[src/logic/mcc_pkg.sv]
package mcc_pkg;
    // ----------------------------------------------------------------
    // Source selection and prescaler encodings
    // ----------------------------------------------------------------
    localparam logic [1:0] SEL_HFO = 2'h0;
    localparam logic [1:0] SEL_LPO = 2'h1;
    localparam logic [1:0] SEL_EXT = 2'h3;
    localparam logic [1:0] SEL_RESET = SEL_HFO;
    localparam logic [3:0] PDIV_RESET = 4'h8;
    localparam logic PEN_RESET = 1'b1;
    localparam int NUM_DIV = 12;

    // ----------------------------------------------------------------
    // Timing: protected window and start-up counts
    // ----------------------------------------------------------------
    localparam logic [2:0] PROT_WINDOW = 3'h4;
    localparam logic [2:0] HFO_START_CYC = 3'h4;
    localparam logic [2:0] LPO_START_CYC = 3'h4;
    localparam logic [2:0] EXT_START_CYC = 3'h2;
    localparam logic [2:0] EXT_EDGES_NEEDED = 3'h4;

    // ----------------------------------------------------------------
    // Sleep modes and switch states
    // ----------------------------------------------------------------
    typedef enum logic [1:0] {
        SLP_ACTIVE = 2'b00,
        SLP_IDLE = 2'b01,
        SLP_STANDBY = 2'b10,
        SLP_PDOWN = 2'b11
    } mcc_sleep_e;

    typedef enum logic [1:0] {
        SW_IDLE = 2'b00,
        SW_WAIT_EDGES = 2'b01,
        SW_SAFE_POINT = 2'b10
    } mcc_sw_e;
endpackage

[src/logic/mcc_osc_ctl.sv]
`timescale 1ns/1ps
module mcc_osc_ctl (
    // Clock and reset
    input wire logic ref_clk,
    input wire logic sys_rst,
    input wire logic clk_en,
    // Demand and configuration
    input wire logic request,
    input wire logic run_in_standby,
    input wire logic power_down,
    input wire logic [2:0] start_cycles,
    // Oscillator control and status
    output logic osc_enable,
    output logic osc_stable
);
    logic [2:0] cnt_q;
    logic stable_q;
    logic want;

    // Runs when requested, or forced by standby bit outside power-down
    assign want = request | (run_in_standby & ~power_down);
    assign osc_enable = want;

    // Start-up counter; stable only after the counted cycles
    always_ff @(posedge ref_clk) begin
        if (sys_rst) begin
            cnt_q <= 3'h0;
            stable_q <= 1'b0;
        end else if (clk_en) begin
            if (!want) begin
                cnt_q <= 3'h0;
                stable_q <= 1'b0;
            end else if (cnt_q < start_cycles) begin
                cnt_q <= cnt_q + 3'h1;
            end else begin
                stable_q <= 1'b1;
            end
        end
    end

    assign osc_stable = stable_q;
endmodule

[src/logic/mcc_prescaler.sv]
`timescale 1ns/1ps
module mcc_prescaler (
    // Clock and reset
    input wire logic ref_clk,
    input wire logic sys_rst,
    input wire logic clk_en,
    // Configuration
    input wire logic main_run,
    input wire logic pen,
    input wire logic [3:0] pdiv,
    // Peripheral clock enable pulse
    output logic per_tick
);
    logic [5:0] cnt_q;
    logic [5:0] limit;
    logic [5:0] div_tab [mcc_pkg::NUM_DIV];
    logic tick_q;

    // Terminal counts (factor minus one), so divide-by-64 fits six bits
    assign div_tab = '{6'h01, 6'h03, 6'h07, 6'h0f, 6'h1f, 6'h3f,
        6'h05, 6'h09, 6'h05, 6'h0b, 6'h17, 6'h2f};

    // Terminal count; divide-by-one when disabled
    assign limit = !pen ? 6'h00 : (pdiv < 4'hc) ? div_tab[pdiv] : 6'h01;

    // Count main clock cycles and pulse once per period
    always_ff @(posedge ref_clk) begin
        if (sys_rst) begin
            cnt_q <= 6'h00;
            tick_q <= 1'b0;
        end else if (clk_en) begin
            tick_q <= main_run && (cnt_q >= limit);
            if (main_run) begin
                cnt_q <= (cnt_q >= limit) ? 6'h00 : cnt_q + 6'h01;
            end
        end
    end

    assign per_tick = tick_q;
endmodule

[src/logic/mcc_clock_controller.sv]
`timescale 1ns/1ps
// Notes on behaviour
// - Sources with no request and no standby force are switched off.
// - Standby bit keeps oscillator running except in power-down.
// - Main clock runs in active/idle; in standby only on demand or bit.
// - Power-down stops main clock only after memory operations finish.
// - Any internal oscillator can be selected as main source at run time.
// - External switch completes after enough edges; old clock keeps running.
// - While waiting for external edges, further selects ignored until the edges are counted or reset.
// - Switch-in-progress flag high while a source change is pending.
// - External-clock-stable flag shows enough edges seen since the pin source was enabled.
// - No automatic fallback on external failure; watchdog reset recovers.
// - Prescaler divides main clock; twelve settings from two to sixty-four, divide-by-one when disabled.
// - Reset selects high-frequency oscillator, prescaler divides by six.
// - Main control and prescaler written only through protected sequence.
// - Internal sources enabled automatically when any peripheral requests.
// - Status bit per oscillator shows it running and stable.
// - Prescaled peripheral clock feeds processor and peripheral clock enables.
// - Real-time clock requested when counter or periodic timer enabled.
// - Watchdog clock on watchdog enable; brown-out clock in sampled mode.
// - Main source from select field; async sources set in peripherals.
// - External pin clock usable after a two-cycle start and four counted edges.
// - High-frequency oscillator stable after start-up plus four cycles.
module mcc_clock_controller (
    // Clock, reset, enable
    input wire logic ref_clk,
    input wire logic sys_rst,
    input wire logic clk_en,
    // Processor write port for protected registers
    input wire logic key_write,
    input wire logic instr_done,
    input wire logic ctrl_write,
    input wire logic [1:0] wr_source_select,
    input wire logic wr_clock_output_pin_en,
    input wire logic presc_write,
    input wire logic [3:0] wr_pdiv,
    input wire logic wr_pen,
    // Unprotected run-in-standby bits
    input wire logic hfo_run_in_standby,
    input wire logic lpo_run_in_standby,
    // Sleep and memory controller
    input wire logic [1:0] sleep_mode,
    input wire logic nvm_busy,
    // Peripheral clock requests
    input wire logic hfo_periph_req,
    input wire logic ext_periph_req,
    input wire logic rtc_enabled,
    input wire logic pit_enabled,
    input wire logic rtc_uses_ext,
    input wire logic watchdog_enabled,
    input wire logic brownout_enabled,
    input wire logic brownout_sampled,
    // External clock pin (asynchronous)
    input wire logic ext_clk_pin,
    // Oscillator enables
    output logic hfo_enable,
    output logic lpo_enable,
    output logic ext_pin_clock_mode,
    // Asynchronous clock requests
    output logic rtc_clock_req,
    output logic watchdog_clock_req,
    output logic brownout_clock_req,
    // Main clock routing
    output logic [1:0] main_source_active,
    output logic main_clock_run,
    output logic cpu_clock_en,
    output logic per_clock_en,
    // Clock output pin
    output logic clock_output_pin,
    output logic clock_output_oe,
    // Register read-back and status
    output logic [1:0] main_source_select,
    output logic clock_output_pin_enable,
    output logic [3:0] presc_div,
    output logic presc_en,
    output logic switch_in_progress,
    output logic external_clock_stable,
    output logic hfo_stable,
    output logic lpo_stable
);
    // ----------------------------------------------------------------
    // Protected write window
    // ----------------------------------------------------------------
    logic [2:0] win_q;
    logic [2:0] win_d;
    logic unlocked;

    assign unlocked = (win_q != 3'h0);

    // Key opens the window; each retired instruction closes it by one
    always_comb begin
        win_d = win_q;
        if (key_write) begin
            win_d = mcc_pkg::PROT_WINDOW;
        end else if (instr_done && unlocked) begin
            win_d = win_q - 3'h1;
        end
    end

    always_ff @(posedge ref_clk) begin
        if (sys_rst) begin
            win_q <= 3'h0;
        end else if (clk_en) begin
            win_q <= win_d;
        end
    end

    // ----------------------------------------------------------------
    // External pin synchroniser and edge counter
    // ----------------------------------------------------------------
    logic ext_s1_q;
    logic ext_s2_q;
    logic ext_s3_q;
    logic ext_edge;
    logic [2:0] edge_cnt_q;
    logic edges_ok;

    // Second and third stages feed edge detection, first stage stays clean
    always_ff @(posedge ref_clk) begin
        if (sys_rst) begin
            ext_s1_q <= 1'b0;
            ext_s2_q <= 1'b0;
            ext_s3_q <= 1'b0;
        end else if (clk_en) begin
            ext_s1_q <= ext_clk_pin;
            ext_s2_q <= ext_s1_q;
            ext_s3_q <= ext_s2_q;
        end
    end

    assign ext_edge = ext_s2_q & ~ext_s3_q;
    assign edges_ok = (edge_cnt_q >= mcc_pkg::EXT_EDGES_NEEDED);

    // ----------------------------------------------------------------
    // Protected registers
    // ----------------------------------------------------------------
    logic [1:0] sel_q;
    logic clock_output_pin_q;
    logic [3:0] pdiv_q;
    logic pen_q;
    logic sel_take;
    logic presc_take;
    mcc_pkg::mcc_sw_e sw_q;
    mcc_pkg::mcc_sw_e sw_d;
    logic [1:0] active_q;
    logic [1:0] active_d;

    // Writes land only inside the window; selects frozen while waiting
    assign sel_take = ctrl_write && unlocked && (sw_q != mcc_pkg::SW_WAIT_EDGES);
    assign presc_take = presc_write && unlocked;

    always_ff @(posedge ref_clk) begin
        if (sys_rst) begin
            sel_q <= mcc_pkg::SEL_RESET;
            clock_output_pin_q <= 1'b0;
            pdiv_q <= mcc_pkg::PDIV_RESET;
            pen_q <= mcc_pkg::PEN_RESET;
        end else if (clk_en) begin
            if (sel_take) begin
                sel_q <= wr_source_select;
            end
            if (ctrl_write && unlocked) begin
                clock_output_pin_q <= wr_clock_output_pin_en;
            end
            if (presc_take) begin
                pdiv_q <= wr_pdiv;
                pen_q <= wr_pen;
            end
        end
    end

    // ----------------------------------------------------------------
    // Oscillator demand and control
    // ----------------------------------------------------------------
    logic pdown;
    logic standby;
    logic main_on;
    logic hfo_req;
    logic lpo_req;
    logic ext_req;
    logic hfo_en;
    logic lpo_en;
    logic ext_en;
    logic ext_ok;

    assign pdown = (sleep_mode == mcc_pkg::SLP_PDOWN);
    assign standby = (sleep_mode == mcc_pkg::SLP_STANDBY);

    // Async clock requests come straight from peripheral enables
    assign rtc_clock_req = rtc_enabled | pit_enabled;
    assign watchdog_clock_req = watchdog_enabled;
    assign brownout_clock_req = brownout_enabled & brownout_sampled;

    // Route each request to its source; main clock demand adds the active and selected sources
    assign hfo_req = hfo_periph_req | (main_on && (active_q == mcc_pkg::SEL_HFO ||
        sel_q == mcc_pkg::SEL_HFO));
    assign lpo_req = rtc_clock_req | watchdog_clock_req | brownout_clock_req
        | (main_on && (active_q == mcc_pkg::SEL_LPO || sel_q == mcc_pkg::SEL_LPO));
    assign ext_req = ext_periph_req | (rtc_clock_req & rtc_uses_ext)
        | (main_on && (active_q == mcc_pkg::SEL_EXT || sel_q == mcc_pkg::SEL_EXT));

    mcc_osc_ctl u_hfo (
        .ref_clk(ref_clk),
        .sys_rst(sys_rst),
        .clk_en(clk_en),
        .request(hfo_req),
        .run_in_standby(hfo_run_in_standby),
        .power_down(pdown),
        .start_cycles(mcc_pkg::HFO_START_CYC),
        .osc_enable(hfo_en),
        .osc_stable(hfo_stable)
    );

    mcc_osc_ctl u_lpo (
        .ref_clk(ref_clk),
        .sys_rst(sys_rst),
        .clk_en(clk_en),
        .request(lpo_req),
        .run_in_standby(lpo_run_in_standby),
        .power_down(pdown),
        .start_cycles(mcc_pkg::LPO_START_CYC),
        .osc_enable(lpo_en),
        .osc_stable(lpo_stable)
    );

    // External source has no standby bit; two-cycle start on request
    mcc_osc_ctl u_ext (
        .ref_clk(ref_clk),
        .sys_rst(sys_rst),
        .clk_en(clk_en),
        .request(ext_req),
        .run_in_standby(1'b0),
        .power_down(pdown),
        .start_cycles(mcc_pkg::EXT_START_CYC),
        .osc_enable(ext_en),
        .osc_stable(ext_ok)
    );

    assign hfo_enable = hfo_en;
    assign lpo_enable = lpo_en;
    assign ext_pin_clock_mode = ext_en;
    assign external_clock_stable = ext_ok & edges_ok;

    // Edge counter restarts whenever the pin source is not wanted
    always_ff @(posedge ref_clk) begin
        if (sys_rst) begin
            edge_cnt_q <= 3'h0;
        end else if (clk_en) begin
            if (!ext_en) begin
                edge_cnt_q <= 3'h0;
            end else if (ext_edge && !edges_ok) begin
                edge_cnt_q <= edge_cnt_q + 3'h1;
            end
        end
    end

    // ----------------------------------------------------------------
    // Main clock run control across sleep modes
    // ----------------------------------------------------------------
    logic src_rsb;

    assign src_rsb = (active_q == mcc_pkg::SEL_HFO) ? hfo_run_in_standby :
        (active_q == mcc_pkg::SEL_LPO) ? lpo_run_in_standby : 1'b0;

    // Power-down holds the clock until memory work drains
    assign main_on = pdown ? nvm_busy :
        standby ? (hfo_periph_req | ext_periph_req | src_rsb) :
        1'b1;

    // ----------------------------------------------------------------
    // Source switch sequencer
    // ----------------------------------------------------------------
    logic target_ready;

    assign target_ready = (sel_q == mcc_pkg::SEL_HFO) ? hfo_stable :
        (sel_q == mcc_pkg::SEL_LPO) ? lpo_stable :
        (sel_q == mcc_pkg::SEL_EXT) ? external_clock_stable : 1'b0;

    // No fallback path: a dead external source just stalls here
    always_comb begin
        sw_d = sw_q;
        active_d = active_q;
        case (sw_q)
            mcc_pkg::SW_IDLE: begin
                if (sel_q != active_q) begin
                    sw_d = (sel_q == mcc_pkg::SEL_EXT) ? mcc_pkg::SW_WAIT_EDGES :
                        mcc_pkg::SW_SAFE_POINT;
                end
            end
            mcc_pkg::SW_WAIT_EDGES: begin
                if (external_clock_stable) begin
                    sw_d = mcc_pkg::SW_SAFE_POINT;
                end
            end
            mcc_pkg::SW_SAFE_POINT: begin
                if (target_ready && per_clock_en) begin
                    active_d = sel_q;
                    sw_d = mcc_pkg::SW_IDLE;
                end
            end
            default: begin
                sw_d = mcc_pkg::SW_IDLE;
            end
        endcase
    end

    always_ff @(posedge ref_clk) begin
        if (sys_rst) begin
            sw_q <= mcc_pkg::SW_IDLE;
            active_q <= mcc_pkg::SEL_RESET;
        end else if (clk_en) begin
            sw_q <= sw_d;
            active_q <= active_d;
        end
    end

    assign switch_in_progress = (sw_q != mcc_pkg::SW_IDLE) || (sel_q != active_q);

    // ----------------------------------------------------------------
    // Prescaler and distribution
    // ----------------------------------------------------------------
    logic per_tick;

    mcc_prescaler u_presc (
        .ref_clk(ref_clk),
        .sys_rst(sys_rst),
        .clk_en(clk_en),
        .main_run(main_on),
        .pen(pen_q),
        .pdiv(pdiv_q),
        .per_tick(per_tick)
    );

    assign per_clock_en = per_tick;
    assign cpu_clock_en = per_tick;
    assign main_clock_run = main_on;
    assign main_source_active = active_q;

    // Clock output toggles per peripheral period, gated by enable
    logic clock_output_pin_pin_q;

    always_ff @(posedge ref_clk) begin
        if (sys_rst) begin
            clock_output_pin_pin_q <= 1'b0;
        end else if (clk_en) begin
            if (!clock_output_pin_q) begin
                clock_output_pin_pin_q <= 1'b0;
            end else if (per_tick) begin
                clock_output_pin_pin_q <= ~clock_output_pin_pin_q;
            end
        end
    end

    assign clock_output_pin = clock_output_pin_pin_q;
    assign clock_output_oe = clock_output_pin_q;

    // Register read-back
    assign main_source_select = sel_q;
    assign clock_output_pin_enable = clock_output_pin_q;
    assign presc_div = pdiv_q;
    assign presc_en = pen_q;
endmodule

[config.mk]
export PLATFORM = sky130hd
export DESIGN_NAME = mcc_clock_controller
export DESIGN_NICKNAME = d
export VERILOG_FILES = /design/src/logic/mcc_pkg.sv /design/src/logic/mcc_osc_ctl.sv /design/src/logic/mcc_prescaler.sv /design/src/logic/mcc_clock_controller.sv
export SDC_FILE = /design/constraint.sdc
export NUM_CORES = 1
export LEC_CHECK = 0
export ABC_AREA = 1
export BUFFER_PORTS_ARGS = -buffer_cell sky130_fd_sc_hd__buf_2
export CORE_MARGIN = 2
export CORE_UTILIZATION = 53
export CTS_CLUSTER_DIAMETER = 80
export DETAILED_ROUTE_END_ITERATION = 16
export GPL_ROUTABILITY_DRIVEN = 1
export PLACE_DENSITY = 0.79
export SLEW_MARGIN = 20
export SYNTH_ARGS = -nofsm -noshare
export SYNTH_HDL_FRONTEND = slang
export SYNTH_SLANG_ARGS = --single-unit
export TNS_END_PERCENT = 30
[constraint.sdc]
create_clock -name ref_clk -period 2.11 [get_ports ref_clk]
set_clock_uncertainty 0.1 [all_clocks]
set_input_delay 0.3165 -clock ref_clk [delete_from_list [all_inputs] [get_ports ref_clk]]
set_output_delay 0.3165 -clock ref_clk [all_outputs]
set_load 0.01 [all_outputs]
Word level (Yosys, flattened, before mapping)
Memories as Yosys holds them, arrays and structs flattened. Cells that the tools add are included.

Add/sub/neg operators: 6. Multiplexer cells: 35. Bitwise gates (word level): 21. Reduce and logical (&&, ||, !) cells: 36. Equality and inequality tests: 21. Magnitude comparators: 7.

Operator list (number): $mux 3 (10); $mux 6 (5); $reduce_and 2->1 (13); $mux 1 (15); $add 3x1->3 const B (4); $ne 2x1->1 const B (6); $ne 2x2->1 const B (6); $or 1x1->1 (11); $eq 2x2->1 const B (5); $logic_and 1x1->1 (10); $mux 2 (4); $add 6x1->6 const B (1); $and 1x1->1 (6); $eq 2x1->1 const B (3); $ge 6x6->1 (1); $logic_not 2->1 (3); $lt 3x3->1 const B (2); $pmux 2 s3 (1); $ge 5x5->1 const B (1); $not 4->5 (1); $logic_or 1x1->1 (4); $lt 4x4->1 const B (1); $reduce_and 4->1 (1); $reduce_bool 2->1 (2); 8 further kinds (10).

Bits of input ports: 29. Bits in read-only memories: 96. Output and inout bits: 25. Bits in registers: 41. Memories: 1. Word-level logic and storage cells: 147.

Memory list: (name not given) (words 16, width 6, rd ports 1, clocked after memory_dff 0, wr ports 0, RTL line mcc_prescaler.sv:24) `assign limit = !pen ? 6'h00 : (pdiv < 4'hc) ? div_tab[pdiv] : 6'h01;`.

Longest topological paths before layout
Depth after elaboration: 11. Gate-level depth with buffers: 12. Gate-level depth less buffers: 12.

Modules after synthesis
A second synthesis with hierarchy kept.

Cells, all modules: 392. Area total of the unflattened synthesis: 2642.5 µm².

Modules (own cells, without submodules): mcc_clock_controller (sequential area each 440.4 µm², cells each 174, times used 1, area an instance 1183.6 µm²); mcc_osc_ctl at u_ext ... (sequential area each 80.1 µm², cells each 44, times used 2, area an instance 300.3 µm²); mcc_prescaler (sequential area each 140.1 µm², cells each 86, times used 1, area an instance 555.5 µm²); mcc_osc_ctl at u_lpo (sequential area each 80.1 µm², cells each 44, times used 1, area an instance 302.8 µm²).

Least setup slack after synthesis
Ideal clock, no wire load.

Path type: flip-flop to flip-flop. Start: register pen_q (netlist: presc_en). End: register u_presc.cnt_q[2]. Arrival: 1.751 ns. Data required time: 1.938 ns. Stages on the path, launching flop included: 11. Clock period less this slack: 1.923 ns. Path slack: 0.187 ns. Library setup time: 0.072 ns. Path through: dfxtp_1 -> inv_1 -> a21oi_1 -> nand3_1 -> ha_1 -> a21oi_1 -> o21a_1 -> nand3_1 -> nand2_4 -> nand2_4 -> nor3b_2.

Word-level cells in the longest chain between the ends: 3.

RTL lines: start: declaration (RTL line mcc_clock_controller.sv:140) `logic pen_q;`; start signal: assignment (RTL line mcc_clock_controller.sv:157) `pen_q <= mcc_pkg::PEN_RESET;`; start signal: assignment (RTL line mcc_clock_controller.sv:167) `pen_q <= wr_pen;`; $mux 6 (RTL line mcc_prescaler.sv:24); $ge 6x6->1 (RTL line mcc_prescaler.sv:34) `cnt_q <= (cnt_q >= limit) ? 6'h00 : cnt_q + 6'h01;`; $mux 6 (RTL line mcc_prescaler.sv:34); end signal: assignment (RTL line mcc_prescaler.sv:34); end: declaration (RTL line mcc_prescaler.sv:14) `logic [5:0] cnt_q;`.

No other way between the ends. A chain may end at the register's enable or synchronous reset.

Worst setup path after layout
Start: register active_q[0] (netlist: main_source_active[0]). End: output ext_pin_clock_mode.

Word-level cells in the longest chain between the ends: 8. Elaborated cells on any way between the ends: 11. Those cells by class: eq/ne: 2; mux: 4; bitwise: 2; reduce/logical: 3.

RTL lines: start: declaration (RTL line mcc_clock_controller.sv:145) `logic [1:0] active_q;`; start signal: assignment (RTL line mcc_clock_controller.sv:310) `active_q <= mcc_pkg::SEL_RESET;`; start signal: assignment (RTL line mcc_clock_controller.sv:313) `active_q <= active_d;`; $eq 2x1->1 (RTL line mcc_clock_controller.sv:263) `(active_q == mcc_pkg::SEL_LPO) ? lpo_run_in_standby : 1'b0;`; $mux 1 (RTL line mcc_clock_controller.sv:263); $mux 1 (RTL line mcc_clock_controller.sv:262) `assign src_rsb = (active_q == mcc_pkg::SEL_HFO) ? hfo_run_in_standby :`; $or 1x1->1 (RTL line mcc_clock_controller.sv:267) `standby ? (hfo_periph_req | ext_periph_req | src_rsb) :`; $mux 1 (RTL line mcc_clock_controller.sv:267); $mux 1 (RTL line mcc_clock_controller.sv:266) `assign main_on = pdown ? nvm_busy :`; $logic_and 1x1->1 (*) (RTL line mcc_clock_controller.sv:200) `| (main_on && (active_q == mcc_pkg::SEL_EXT || sel_q == mcc_pkg::SEL_EXT));`; $or 1x1->1 (*) (RTL line mcc_clock_controller.sv:200); end: declaration (RTL line mcc_clock_controller.sv:58) `output logic ext_pin_clock_mode,`.

Every way passes the cells marked *; elsewhere a longest branch is shown, timed or not.

==> impl_results.md <==
- Post-Synth Adder-Cell Area: 7.67%
- Proportion of synthesized area in mux cells: 0%
- Drt pass-1 iters: 4
- Initial DRC count: 95
- CP Capture Type: primary output
- Worst Hold Class: in -> reg
- DR top layer: met4
- Max transition margin: 52.9%
- WL met2: 2.46 mm
- Worst path most repeated cell: nand2_2
- CP Class: reg -> out
- Detail Route met3 WL: 243 um
- Synth Area in XOR/XNOR: 2.68%
- Avg Inst Size Synth: 7.23 um2
- Vias in the first global route: 1977
- GRT Util Overall: 21.5%
- Fin crit period: 1.93 ns
- Cells after Synth: 316
- Bufs on Longest Clock Path: 2
- CTS buffer count: 5
- Commonest non-fill, non-tap cell in the layout: buf_2
- Root Driver: clkbuf_8
- N_diodes: 0
- Ys Warns: 0
- DR vias/cell: 5.26
- Non-Filler Instances: 421
- Min Hold Slack: 0.126 ns
- Dpl ws: 0.0541 ns
- Most frequent cells in the layout: 53 x buf_2, 52 x nand2_1, 39 x nor2_1
- Sink Count: 41
- CP max stage cell: dfxtp_1
- GPL Wtd Cong: 0.939
- Peak supply drop: 0.487 mV
- Port Buffers: 53
- Hold buffers post-CTS: 0
- Initial antenna violation count: 0
- Antenna Nets Post-Route: 0
- Synthesized Nets: 359
- Die ar.: 4850 um2
- Num ports: 54
- Post-synthesis simple-gate area fraction: 28.5%
- Final hold viol count: 0
- DIE HEIGHT: 69.6 um
- Post-DP HPWL: 3.87 mm
- Flop-to-flop setup slack: 0.18 ns
- Syn-to-layout area delta: 18.4%
- First-pass GRT wire length: 8.54 mm
- Worst setup margin: 0.179 ns
- Avg WL per Cell: 12.3 um
- Final instance area: 2700 um2
- CTS tree: built
- WP data arrival: 1.51 ns
- MaxCap Viol Count: 0
- Run status: finished, final reports clean
- Worst Setup Start Kind: register
- DRC Markers: 0
- Post-synth top flop: dfxtp_1
- Area of placed instances: 2580 um2
- Leakage: 1.31 nW
- Via Count: 2214
- Placed cell count: 413
- Core Util, Final: 66.1%
- Period Utilization, post-route: 91.5%
- Gr ovfl total: 0
- Crit-path cells: inv_2, o21ai_0, nand2_2, nand2_2, buf_2
- Final setup fails: 0
- Final wirelength: 5.17 mm
- CTS H-tree depth: 2
- Mapped Area: 2280 um2
- Async SR Flop Fraction: 0%
- Max stage delay on crit path: 0.49 ns
- Post-synthesis compound-gate area fraction: 16.1%
- CP startpoint: main_source_active[0]
- Worst Reg-to-Reg Cells: 10
- P per Cell Area: 611 nW/um2
- Yosys reg bits: 41
- Power, Total: 1.65 mW
- Core Region: 4090 um2
- Pins Over Slew Limit: 0
- Clock transition at path regs: 0.07 ns
- RSZ-0062 raised after global routing: false
- Worst slew pin tran: 0.706 ns
- CP max FO: 6
- Worst skew pair latency: 0.29 ns
- Starting density of the core: 55.9%
- Crit path to: ext_pin_clock_mode
- FMAX: 518 MHz
- FF-to-FF End: u_presc.cnt_q[2]
- Setup TNS: 0 ns
- Largest family of logic cells by synthesized area: simple AND/OR/NAND/NOR gates
- EDFF count, synth: 0
- Reg2reg start: presc_en
- Nets: 413
- Largest net degree at the start of global routing: 23
- Row count: 23
- Die W: 69.6 um
- Register area share after synthesis: 35.9%
- Yosys cell types: 37
- Layout cells sized above 1: 25.1%
- CP required: 1.69 ns
- Met1 Wirelength: 2.39 mm
[synthesized netlist by cell type, types with 2 or more instances]
cell	number	area [um2]
xor2_1	6	52.6
nand4_1	3	18.8
a211oi_1	4	30.0
o21ai_1	2	10.0
ha_1	14	175
nand4_2	2	25.0
o21ai_0	17	85.1
dfxtp_1	41	821
o22ai_1	2	12.5
nand2_1	52	195
clkbuf_1	2	7.51
buf_2	2	10.0
o211ai_1	4	30.0
inv_2	4	15.0
nand2_2	3	18.8
a21oi_2	2	17.5
nor2_1	40	150
inv_1	37	139
nand2_4	3	33.8
nor3_1	2	10.0
nand3_1	25	125
a21oi_1	32	160
buf_4	3	22.5
[worst max-delay path: cells and delay by family (launching register included)]
family / cells / cell delay (ns)
flops: 1 / 0.49
simple gates: 2 / 0.25
compound gates: 1 / 0.23
buf+inv: 2 / 0.26
[state kept, by name, summed over array words and instances, names as in the netlist, 2 cells and up]
signal,cells
sw_q,2
u_ext.cnt_q,3
win_q,3
u_lpo.cnt_q,3
u_presc.cnt_q,6
main_source_active,2
presc_div,4
u_hfo.cnt_q,3
edge_cnt_q,3
main_source_select,2
[power breakdown]
group / internal (mW) / switching (mW)
Combinational: 0.124 / 0.190
Sequential: 0.812 / 0.0335
Clock: 0.229 / 0.264
Total: 1.16 / 0.488
[per-layer routing]
metal	GRT usage, %	vias to the layer above
met3	3.78	8
met5	0	-
met4	9.19	0
li1	-	1155
met2	36.2	55
met1	27.1	996
[how the worst min path moves through the flow]
stage / start / to / slack (ns) / cells after the start
floorplan: sys_rst / clock_output_pin / 0.29 / 1
finish: wr_pdiv[3] / presc_div[3] / 0.13 / 3
global placement: win_q[1] / win_q[1] / 0.35 / 2
global route: wr_pdiv[3] / presc_div[3] / 0.13 / 3
detailed placement: win_q[1] / win_q[1] / 0.35 / 2
CTS: wr_pdiv[3] / presc_div[3] / 0.12 / 3
[area by class of cell]
| class | count | area, um2 |
|---|---|---|
| fill | 374 | 1380 |
| multi-input combinational | 225 | 1290 |
| sequential | 41 | 830 |
| timing repair buffer | 55 | 280 |
| inverter | 42 | 160 |
| clock buffer | 6 | 72.6 |
| tap | 50 | 62.6 |
| clock inverter | 2 | 10.0 |
[cell families (layout without fill, tap and decap cells)]
group                    count (synthesis)  in the layout
adder cells (fa/ha/maj)                 14             14
buffers and inverters                   50            105
flip-flops                              41             41
AO/OA/AOI/OAI                           66             66
XOR/XNOR                                 7              7
AND/OR/NAND/NOR                        138            138
[timing repair]
item | 4_1_cts | 5_1_grt
endpoints found under the setup margin | 0 | 7
setup buffers | 0 | 0
endpoints found under the hold margin | 0 | 0
resized for setup | 0 | 16
Note: power is estimated with default switching activity, not from simulation.
